==> config.mk <==
export PLATFORM = sky130hd
export DESIGN_NAME = pc_stack_paging_indirect
export DESIGN_NICKNAME = d
export VERILOG_FILES = /design/src/include/pc_seq_pkg.sv /design/src/rtl/pc_stack_paging_indirect.sv
export VERILOG_INCLUDE_DIRS = /design/src /design/src/include
export SDC_FILE = /design/constraint.sdc
export NUM_CORES = 1
export LEC_CHECK = 0
export CORE_MARGIN = 1
export CORE_UTILIZATION = 57
export DETAILED_ROUTE_END_ITERATION = 10
export DONT_BUFFER_PORTS = 1
export PLACE_DENSITY_LB_ADDON = 0.25
export SYNTH_ARGS = -nofsm -noshare
export SYNTH_HDL_FRONTEND = slang
export SYNTH_SLANG_ARGS = --single-unit
==> constraint.sdc <==
create_clock -name clock -period 2.3 [get_ports clock]
set_input_delay 0.345 -clock clock [delete_from_list [all_inputs] [get_ports clock]]
set_output_delay 0.345 -clock clock [all_outputs]
set_load 0.01 [all_outputs]
==> src/include/pc_seq_cfg.svh <==
// Constants for the program-counter sequencing unit.
// Assumes inclusion by bare name from the design file.
`ifndef PC_SEQ_CFG_SVH
`define PC_SEQ_CFG_SVH

`define PC_W 13
`define PC_LOW_W 8
`define PC_UP_W 5
`define TARGET_W 11
`define STACK_DEPTH 8
`define SP_W 3
`define DADDR_W 9

`define OFF_PC_LOW_BYTE 4'h0
`define OFF_PC_HIGH_LATCH 4'h4
`define OFF_FILE_POINTER 4'h8
`define OFF_BANK_STATUS 4'hc

`define BANK_BIT_POS 7
`define PAGE_LO_POS 3
`define PAGE_HI_POS 4

`define PC_RESET 13'h0000
`define LATCH_RESET 5'h00
`define FP_RESET 8'h00
`define IRQ_VECTOR 13'h0004
`define INDIRECT_PORT_ADDR 7'h00

`define BUS_WAIT_CYCLES 1

`endif

==> src/include/pc_seq_pkg.sv <==
// Types shared by the program-counter sequencing unit.
// Assumes the core presents one decoded operation per executed instruction.
package pc_seq_pkg;

  typedef enum logic [2:0] {
    op_next,
    op_jump,
    op_call,
    op_return,
    op_return_with_literal,
    op_return_from_interrupt,
    op_interrupt,
    op_pc_low_write
  } seq_op_t;

endpackage

==> src/rtl/pc_stack_paging_indirect.sv <==
// Program-counter sequencing unit: program counter, circular return stack,
// page latch and indirect data addressing, with an Avalon-MM register slave.
// Assumes the core, bus master and register file share clock and rst.
//
// Behaviour
// - Eight 13-bit stack entries, hidden pointer.
// - Push PC on call or interrupt.
// - Pop into PC on any return.
// - Push and pop leave latch unchanged.
// - Stack wraps circularly, overwriting oldest entries.
// - No overflow or underflow indication.
// - 8K-word space, 11-bit branch targets.
// - Call/jump upper bits from latch 4:3.
// - Full 13-bit PC saved; call saves PC+1, interrupt saves PC.
// - Small variants ignore latch bit 4.
// - Low-byte write makes a computed jump.
// - Indirect port accesses register at pointer.
// - Indirect self write changes nothing.
// - Indirect address is bank bit over pointer.
// - 13-bit PC, upper bits write-only via latch.
// - Low-byte write loads upper from latch.
// - Reset clears the program counter.
//
// The Avalon-MM interface to the registers and the register offsets were chosen for this implementation.
`timescale 1ns/1ps
`include "pc_seq_cfg.svh"
`default_nettype none

module pc_stack_paging_indirect
  import pc_seq_pkg::*;
#(
  parameter bit wide_memory = 1'b1
) (
  input wire logic clock,
  input wire logic rst,
  // Core sequencing side.
  input wire logic exec,
  input wire seq_op_t op,
  input wire logic [`TARGET_W-1:0] target,
  input wire logic [`PC_LOW_W-1:0] pc_low_data,
  output logic [`PC_W-1:0] prog_addr,
  // Core data access side.
  input wire logic [`DADDR_W-1:0] dp_addr,
  input wire logic dp_rd,
  input wire logic dp_wr,
  input wire logic [7:0] dp_wdata,
  output logic [7:0] dp_rdata,
  // Register file side.
  output logic [`DADDR_W-1:0] rf_addr,
  output logic rf_rd,
  output logic rf_wr,
  output logic [7:0] rf_wdata,
  input wire logic [7:0] rf_rdata,
  // Avalon-MM slave.
  input wire logic [3:0] avs_address,
  input wire logic avs_read,
  input wire logic avs_write,
  input wire logic [31:0] avs_writedata,
  input wire logic [3:0] avs_byteenable,
  output logic [31:0] avs_readdata,
  output logic avs_waitrequest
);

  // Indirect port decode, shared by the read and the write path.
  function automatic logic is_indirect(input logic [`DADDR_W-1:0] a);
    is_indirect = (a[6:0] == `INDIRECT_PORT_ADDR);
  endfunction

  logic [`PC_W-1:0] pc_ff;
  logic [`PC_W-1:0] nxt_pc;
  logic [`PC_UP_W-1:0] latch_ff;
  logic [7:0] fp_ff;
  logic bank_ff;
  logic [`SP_W-1:0] sp_ff;
  logic [`SP_W-1:0] nxt_sp;
  logic [`PC_W-1:0] stack_ff [`STACK_DEPTH];
  logic ack_ff;
  logic [31:0] rdata_ff;
  logic [`DADDR_W-1:0] rf_addr_ff;
  logic rf_rd_ff;
  logic rf_wr_ff;
  logic [7:0] rf_wdata_ff;
  logic self_rd_ff;
  logic [7:0] dp_rdata_ff;

  // Bus decode.
  // A write lands at the edge that takes it; the master holds the request
  // under waitrequest and cannot withdraw it, so nothing is lost by this.
  wire bus_req = avs_read | avs_write;
  wire bus_take = bus_req & ~ack_ff;
  wire bus_wr = avs_write & bus_take & avs_byteenable[0];
  wire wr_pcl = bus_wr & (avs_address == `OFF_PC_LOW_BYTE);
  wire wr_latch = bus_wr & (avs_address == `OFF_PC_HIGH_LATCH);
  wire wr_fp = bus_wr & (avs_address == `OFF_FILE_POINTER);
  wire wr_bank = bus_wr & (avs_address == `OFF_BANK_STATUS);

  // Effective latch: bit 4 is dropped on small-memory variants.
  wire [`PC_UP_W-1:0] eff_latch = {latch_ff[`PAGE_HI_POS] & wide_memory,
                                  latch_ff[3:0]};
  wire [1:0] page_bits = eff_latch[`PAGE_HI_POS:`PAGE_LO_POS];

  // Sequencing decode.
  wire do_push = exec & ((op == op_call) | (op == op_interrupt));
  wire do_pop = exec & ((op == op_return) | (op == op_return_with_literal)
                        | (op == op_return_from_interrupt));
  wire [`SP_W-1:0] sp_dec = nxt_sp_dec(sp_ff);
  wire [`PC_W-1:0] stack_top = stack_ff[sp_dec];
  wire [`PC_W-1:0] pc_inc = pc_ff + `PC_W'(1);
  wire [`PC_W-1:0] branch_pc = {page_bits, target};
  // A call returns past itself; an interrupt resumes the preempted word.
  wire [`PC_W-1:0] push_val = (op == op_call) ? pc_inc : pc_ff;

  function automatic logic [`SP_W-1:0] nxt_sp_dec(input logic [`SP_W-1:0] s);
    nxt_sp_dec = s - `SP_W'(1);
  endfunction

  always_comb begin
    nxt_pc = pc_inc;
    nxt_sp = sp_ff;
    if (exec) begin
      unique case (op)
        op_next: begin
          nxt_pc = pc_inc;
        end
        op_jump: begin
          nxt_pc = branch_pc;
        end
        op_call: begin
          nxt_pc = branch_pc;
          nxt_sp = sp_ff + `SP_W'(1);
        end
        op_interrupt: begin
          nxt_pc = `IRQ_VECTOR;
          nxt_sp = sp_ff + `SP_W'(1);
        end
        op_return, op_return_with_literal, op_return_from_interrupt: begin
          nxt_pc = stack_top;
          nxt_sp = sp_dec;
        end
        op_pc_low_write: begin
          nxt_pc = {eff_latch, pc_low_data};
        end
      endcase
    end else begin
      nxt_pc = pc_ff;
    end
    // A bus write of the low byte is a computed jump as well.
    if (wr_pcl) begin
      nxt_pc = {eff_latch, avs_writedata[7:0]};
    end
  end

  always_ff @(posedge clock) begin
    if (rst) begin
      pc_ff <= `PC_RESET;
      sp_ff <= '0;
    end else begin
      pc_ff <= nxt_pc;
      sp_ff <= nxt_sp;
    end
  end

  // Stack entries; not reset, so a pop with no earlier push to that entry reads an unwritten value.
  genvar gi;
  generate
    for (gi = 0; gi < `STACK_DEPTH; gi++) begin : g_stack
      always_ff @(posedge clock) begin
        if (do_push && sp_ff == `SP_W'(gi)) begin
          stack_ff[gi] <= push_val;
        end
      end
    end
  endgenerate

  // Software-visible registers; stack traffic never touches the latch.
  always_ff @(posedge clock) begin
    if (rst) begin
      latch_ff <= `LATCH_RESET;
      fp_ff <= `FP_RESET;
      bank_ff <= 1'b0;
    end else begin
      if (wr_latch) begin
        latch_ff <= avs_writedata[`PC_UP_W-1:0];
      end
      if (wr_fp) begin
        fp_ff <= avs_writedata[7:0];
      end
      if (wr_bank) begin
        bank_ff <= avs_writedata[`BANK_BIT_POS];
      end
    end
  end

  // Register read mux; upper PC bits are deliberately not readable.
  logic [31:0] rd_mux;
  always_comb begin
    rd_mux = 32'h0;
    unique case (avs_address)
      `OFF_PC_LOW_BYTE: rd_mux = {24'h0, pc_ff[7:0]};
      `OFF_PC_HIGH_LATCH: rd_mux = {27'h0, latch_ff};
      `OFF_FILE_POINTER: rd_mux = {24'h0, fp_ff};
      `OFF_BANK_STATUS: rd_mux = {24'h0, bank_ff, 7'h00};
      default: rd_mux = 32'h0;
    endcase
  end

  always_ff @(posedge clock) begin
    if (rst) begin
      ack_ff <= 1'b0;
      rdata_ff <= 32'h0;
    end else begin
      ack_ff <= bus_take;
      if (avs_read && bus_take) begin
        rdata_ff <= rd_mux;
      end
    end
  end

  assign avs_waitrequest = bus_req & ~ack_ff;
  assign avs_readdata = rdata_ff;

  // Indirect data addressing.
  wire dp_ind = is_indirect(dp_addr);
  wire [`DADDR_W-1:0] ind_addr = {bank_ff, fp_ff};
  wire ind_self = is_indirect(ind_addr);
  wire [`DADDR_W-1:0] eff_addr = dp_ind ? ind_addr : dp_addr;
  wire self_hit = dp_ind & ind_self;

  always_ff @(posedge clock) begin
    if (rst) begin
      rf_addr_ff <= '0;
      rf_rd_ff <= 1'b0;
      rf_wr_ff <= 1'b0;
      rf_wdata_ff <= 8'h00;
      self_rd_ff <= 1'b0;
      dp_rdata_ff <= 8'h00;
    end else begin
      rf_addr_ff <= eff_addr;
      rf_rd_ff <= dp_rd & ~self_hit;
      rf_wr_ff <= dp_wr & ~self_hit;
      rf_wdata_ff <= dp_wdata;
      self_rd_ff <= dp_rd & self_hit;
      if (self_rd_ff) begin
        dp_rdata_ff <= 8'h00;
      end else if (rf_rd_ff) begin
        dp_rdata_ff <= rf_rdata;
      end
    end
  end

  assign prog_addr = pc_ff;
  assign rf_addr = rf_addr_ff;
  assign rf_rd = rf_rd_ff;
  assign rf_wr = rf_wr_ff;
  assign rf_wdata = rf_wdata_ff;
  assign dp_rdata = dp_rdata_ff;

  // Checks.
  property p_push_moves_pointer;
    @(posedge clock) disable iff (rst)
    do_push |=> sp_ff == $past(sp_ff) + `SP_W'(1);
  endproperty
  a_push_moves_pointer: assert property (p_push_moves_pointer)
    else $error("Stack pointer did not advance on push.");

  property p_push_stores_pc;
    @(posedge clock) disable iff (rst)
    (exec && op == op_call && !wr_pcl) |=> stack_ff[$past(sp_ff)] == $past(pc_ff) + `PC_W'(1);
  endproperty
  a_push_stores_pc: assert property (p_push_stores_pc)
    else $error("Call did not save the full return address.");

  property p_call_then_return;
    @(posedge clock) disable iff (rst)
    (exec && op == op_call && !wr_pcl) ##1 (exec && op == op_return && !wr_pcl)
      |=> pc_ff == $past(pc_ff, 2) + `PC_W'(1);
  endproperty
  a_call_then_return: assert property (p_call_then_return)
    else $error("Return did not restore the call's return address.");

  property p_latch_kept;
    @(posedge clock) disable iff (rst)
    ((do_push || do_pop) && !wr_latch) |=> $stable(latch_ff);
  endproperty
  a_latch_kept: assert property (p_latch_kept)
    else $error("Stack operation changed the page latch.");

  property p_jump_page;
    @(posedge clock) disable iff (rst)
    (exec && op == op_jump && !wr_pcl)
      |=> pc_ff == {$past(page_bits), $past(target)};
  endproperty
  a_jump_page: assert property (p_jump_page)
    else $error("Jump target not formed from page bits and target.");

  property p_low_write_upper;
    @(posedge clock) disable iff (rst)
    wr_pcl |=> pc_ff[`PC_W-1:`PC_LOW_W] == $past(eff_latch)
      && pc_ff[7:0] == $past(avs_writedata[7:0]);
  endproperty
  a_low_write_upper: assert property (p_low_write_upper)
    else $error("Low-byte write did not load upper bits from the latch.");

  property p_reset_clears;
    @(posedge clock) rst |=> pc_ff == `PC_RESET;
  endproperty
  a_reset_clears: assert property (p_reset_clears)
    else $error("Reset did not clear the program counter.");

  property p_step;
    @(posedge clock) disable iff (rst)
    (exec && op == op_next && !wr_pcl) |=> pc_ff == $past(pc_ff) + `PC_W'(1);
  endproperty
  a_step: assert property (p_step)
    else $error("Program counter did not advance by one.");

  property p_self_read_zero;
    @(posedge clock) disable iff (rst)
    (dp_rd && self_hit) |=> !rf_rd ##1 dp_rdata == 8'h00;
  endproperty
  a_self_read_zero: assert property (p_self_read_zero)
    else $error("Indirect self read did not return zero.");

  property p_self_write_nop;
    @(posedge clock) disable iff (rst)
    (dp_wr && self_hit) |=> !rf_wr;
  endproperty
  a_self_write_nop: assert property (p_self_write_nop)
    else $error("Indirect self write reached the register file.");

  property p_indirect_addr;
    @(posedge clock) disable iff (rst)
    (dp_ind && (dp_rd || dp_wr)) |=> rf_addr == {$past(bank_ff), $past(fp_ff)};
  endproperty
  a_indirect_addr: assert property (p_indirect_addr)
    else $error("Indirect address not formed from bank bit and pointer.");

endmodule

`default_nettype wire

==> results of run 1 <==
## power breakdown
group          internal (mW)  switching [mW]
combinational          0.358           0.413
clock                   1.51            1.23
sequential              3.34          0.0748
total                   5.21            1.72
## layout make-up
class	instances	area, um^2	area share [%]
multi-input cells	401	3130	35.5
repair buffers	40	340	3.87
inverters	21	78.8	0.896
clock inverters	14	138	1.56
clock buffers	18	429	4.88
well taps	176	220	2.50
flip-flops and latches	171	4470	50.7
## worst paths after layout
kind                 start            end  slack (ns)  cells past startpoint
setup reg to reg  sp_ff[0]  prog_addr[12]        0.16                      7
setup / recovery  sp_ff[0]  prog_addr[12]        0.16                      7
hold reg to reg   fp_ff[7]       fp_ff[7]        0.49                      2
hold / removal         rst   prog_addr[0]        0.02                      1
## state kept, by name (all words and copies together), names as in the netlist, 3 cells and up
signal	count
avs_readdata	8
eff_latch	5
rf_wdata	8
stack_ff	104
rf_addr	9
sp_ff	3
dp_rdata	8
prog_addr	13
fp_ff	8
## synthesized netlist by cell type (5+ instances only)
cell type / number
nor4_1: 5
nor2_1: 56
buf_2: 9
nor2b_1: 32
dfxtp_1: 67
o22ai_1: 13
nand3_1: 18
maj3_1: 11
nand4_1: 5
o21ai_0: 22
clkbuf_1: 23
buf_4: 25
and3_1: 10
xor2_1: 10
xnor2_1: 14
nor3b_1: 10
mux2i_1: 21
a2111oi_2: 6
edfxtp_1: 104
a22oi_1: 8
ha_1: 8
mux4_2: 22
nor3_1: 10
nand2_1: 25
a21oi_1: 33
inv_1: 21
## cells by family after synthesis
logic type               count (synthesis)  synth area share, %
buffers and inverters                   86                 5.88
AO/OA/AOI/OAI                           96                 8.73
multiplexers                            50                 10.7
other                                    1               0.0475
XOR/XNOR                                24                 2.66
AND/OR/NAND/NOR                        188                 12.8
flip-flops                             171                 56.5
adder cells (fa/ha/maj)                 19                 2.66
## what timing repair did
item,CTS,global route
endpoints found under the setup margin,1,5
endpoints found under the hold margin,42,0
setup buffers,0,0
hold buffers,2,0
resized for setup,2,6
## routing by layer
metal,global-route usage (%),wire (um)
met5,0,0
met4,10.3,326
met3,7.18,1330
met2,42.3,8860
met1,32.2,7430
==> results.toml, run 1 <==
[final_layout]
layout_commonest_cell = "edfxtp_1"
final_util_pct = 65.7
drive_gt1_share_pct = 17.7
fill_cells = 970
nNetsFinal = 754
area_delta_synth_final_pct = 11.4
stdcell_count = 841
layout_common_cells = "edfxtp_1, dfxtp_1, nor2_1, buf_4, a21oi_1"
antenna_cells = 0
stdcell_area_um2 = 8800

[grt]
grt_max_degree = 43
grt_pass1_vias = 4865
grtUsageTotal_pct = 25.7
grt_overflow = 0
antenna_found_initial = 0
grt_pass1_wl_mm = 27.2

[place]
post_dp_cell_area_um2 = 8140
place_inst = 807
dp_hpwl_mm = 12.3
gp_congestion = 0.884
portBuffers = 0
pre_cts_slack_ns = -0.113

[timing]
finalCritPeriodShare_pct = 92.8
tightest_slew_ns = 0.926
setup_viol_count_final = 0
holdWs_ns = 0.0220
clock_skew_ns = 0.00696
fin_crit_ns = 2.14
finalWorstSetupSlack_ns = 0.164
fmax_mhz = 468
tns_ns = 0
hold_violations = 0
slew_violations = 0
relSlewSlack_pct = 38.3

[pwr]
leakage_nw = 3.14
p_total_mw = 6.93
ir_drop_v = 0.000559
power_density_nw_per_um2 = 788

[clock_network]
cts_tree = "built"
clock-sinks = 171
numCtsBuffers = 17
root_buffer = "clkbuf_16"
clkSlewWorstSetupHoldPaths_ns = 0.07
cts_buffer_depth = 2
insertion_delay_ns = 0.43
htreeDepth = 4

[yosys]
netlist.area_leader.share_pct = 39.5
synthDistinctLibCells = 57
yosys_warnings = 0
ys_seq_elements = 171
synth_ff_type = "edfxtp_1"
synth_edf_count = 104
yosysSeqAreaShare_pct = 56.5
synth_area_um2 = 7900
syn-mean-instance-area_um2 = 12.4
synthArstFlopShare_pct = 0
synthTopCellsByArea = "edfxtp_1, dfxtp_1, mux4_2"
yosys.area.top_type = "edfxtp_1"
synth_cells = 635

[detailed_routing]
drt_iter0_drc = 370
via_per_inst = 6.03
first_pass_iters = 4
ant_nets = 0
routedWlPerCell_um = 21.3
wl_mm = 17.9
post-route-drc-count = 0
num_vias = 5072

[setup_path]
cp_num_buf_inv = 1
path_class = "reg -> reg"
slowest_delay_ns = 0.35
required_ns = 2.60
startpoint_type = "register"
slowest_stage = "dfxtp_2"
crit_fanout = 13
end_kind = "register"
crit_chain = "inv_1, ha_1, xnor2_1, o21bai_4, nor2b_1, a2111oi_0, o22ai_1"
crit_family = "compound AO/OA/AOI/OAI gates"
cp_data_arrival_time_ns = 2.43

[die]
die_w_um = 120
die-area_um2 = 14300
coreArea_um2 = 13400
core.rowCount = 42
start_util_pct = 58.9
ios = 167
die_h_um = 120

[hold_path]
hold_path.class = "in -> reg"

[job]
max_cap_viol_count = 0

[status]
status = "finished, final reports clean"
No activity file was read; power rests on OpenSTA's default activity.
==> inputs of run 2 (changes only) <==
--- a/config.mk
+++ b/config.mk
@@ -12,4 +12,5 @@
 export DONT_BUFFER_PORTS = 1
 export PLACE_DENSITY_LB_ADDON = 0.25
+export RECOVER_POWER = 25
 export SYNTH_ARGS = -nofsm -noshare
 export SYNTH_HDL_FRONTEND = slang
==> constraint.sdc (replaced) <==
create_clock -name clock -period 2.3 [get_ports clock]
set_input_delay 0.46 -clock clock [delete_from_list [all_inputs] [get_ports clock]]
set_output_delay 0.46 -clock clock [all_outputs]
set_load 0.01 [all_outputs]
==> results.toml, run 2 (synthesized netlist as in run 1, its figures left out) <==
[timing]
fmax_mhz = 462
setup_viol_count_final = 0
finalCritPeriodShare_pct = 94.2
clock_skew_ns = 0.00879
tns_ns = 0
grt_setup_unrepaired = "no"
relSlewSlack_pct = 26.8
fin_crit_ns = 2.17
hold_violations = 0
tightest_slew_ns = 1.10
holdWs_ns = 0.123
slew_violations = 0

[pwr]
ir_drop_v = 0.000469
leakage_nw = 3.13
power_density_nw_per_um2 = 795

[grt]
grt_pass1_wl_mm = 27.4
grt_max_degree = 62
grt_pass1_vias = 4967
grt_overflow = 0
grtUsageTotal_pct = 26.1
antenna_found_initial = 0

[detailed_routing]
wl_mm = 18.1
routedWlPerCell_um = 21.6
num_vias = 5079
ant_nets = 0
drt_iter0_drc = 437
first_pass_iters = 5
via_per_inst = 6.05
post-route-drc-count = 0

[clock_network]
insertion_delay_ns = 0.42
postCtsSetupBuffers = 0
htreeDepth = 4
clock-sinks = 171
cts_buffer_depth = 2
root_buffer = "clkbuf_16"
clkSlewWorstSetupHoldPaths_ns = 0.06
cts_tree = "built"
numCtsBuffers = 17

[setup_path]
cp_data_arrival_time_ns = 2.45
required_ns = 2.59
path_class = "reg -> reg"
r2r-start = "sp_ff[0]"
end_kind = "register"
startpoint_type = "register"
crit_fanout = 11
cp-startpoint = "sp_ff[0]"

[place]
dp_hpwl_mm = 12.2
portBuffers = 0
place_inst = 806
gp_congestion = 0.855

[final_layout]
multi_input_area_um2 = 3070
antenna_cells = 0
area_delta_synth_final_pct = 10.4
register_area_um2 = 4470
layout_commonest_cell = "edfxtp_1"
largest_register_ffs = 104
drive_gt1_share_pct = 16.1
nNetsFinal = 752
final_util_pct = 65.1
top_register = "stack_ff"
fill_cells = 984
stdcell_count = 839
layout_common_cells = "edfxtp_1, dfxtp_1, nor2_1, a21oi_1"

[die]
core.rowCount = 42
start_util_pct = 58.9
ios = 167
die_w_um = 120
die-area_um2 = 14300
die_h_um = 120
coreArea_um2 = 13400

[hold_path]
hold_path.class = "in -> reg"
min-delay-start = "rst"

[job]
max_cap_viol_count = 0

[status]
status = "finished, final reports clean"
## run 2: report_power, final
group / internal [mW] / total [mW] / switching (mW)
Sequential: 3.35 / 3.42 / 0.0758
Combinational: 0.355 / 0.762 / 0.408
Clock: 1.64 / 2.75 / 1.11
Total: 5.34 / 6.93 / 1.59
## run 2: per-stage QoR
stage	instance area, um^2	power (mW)	worst slack (ns)
global route	8720	7.18	0.0157
global placement	8140	4.18	0.0682
floorplan	7990	4.06	0.0345
detailed placement	8140	4.21	0.0557
CTS	8710	6.94	0.0271
finish	8720	6.93	0.134
## run 2: final cells by class
class	count	area share, %
Tap cell	176	2.53
Multi-Input combinational cell	401	35.2
Clock buffer	26	5.86
Timing Repair Buffer	38	3.63
Clock inverter	6	0.703
Inverter	21	0.904
Sequential cell	171	51.2
## run 2: worst max-delay path, stage by stage (launching register included)
cell and delay, ns:
dfxtp_2 0.35, inv_1 0.11, ha_4 0.36, buf_12 0.17, mux4_1 0.30, nor2b_1 0.17, a2111oi_2 0.40, o22ai_1 0.15
## run 2: timing repair
action                     CTS  global route
hold buffers                 0             0
setup endpoints to repair    0             7
resized for setup            0             5
## run 2: metal layers
| layer | vias up | track usage [%] | wire length [um] |
|---|---|---|---|
| met2 | 226 | 42.0 | 8800 |
| met4 | 0 | 12.5 | 469 |
| met3 | 27 | 6.42 | 1350 |
| li1 | 2314 | - | - |
| met5 | - | 0 | 0 |
| met1 | 2512 | 33.1 | 7530 |
## run 2: final timing paths
check                               endpoint  slack [ns]  cells past startpoint
worst max-delay path            prog_addr[0]        0.13                      7
worst min-delay path             rf_wdata[7]        0.12                      1
worst max register to register  prog_addr[0]        0.13                      7
worst min register to register      fp_ff[7]        0.48                      2
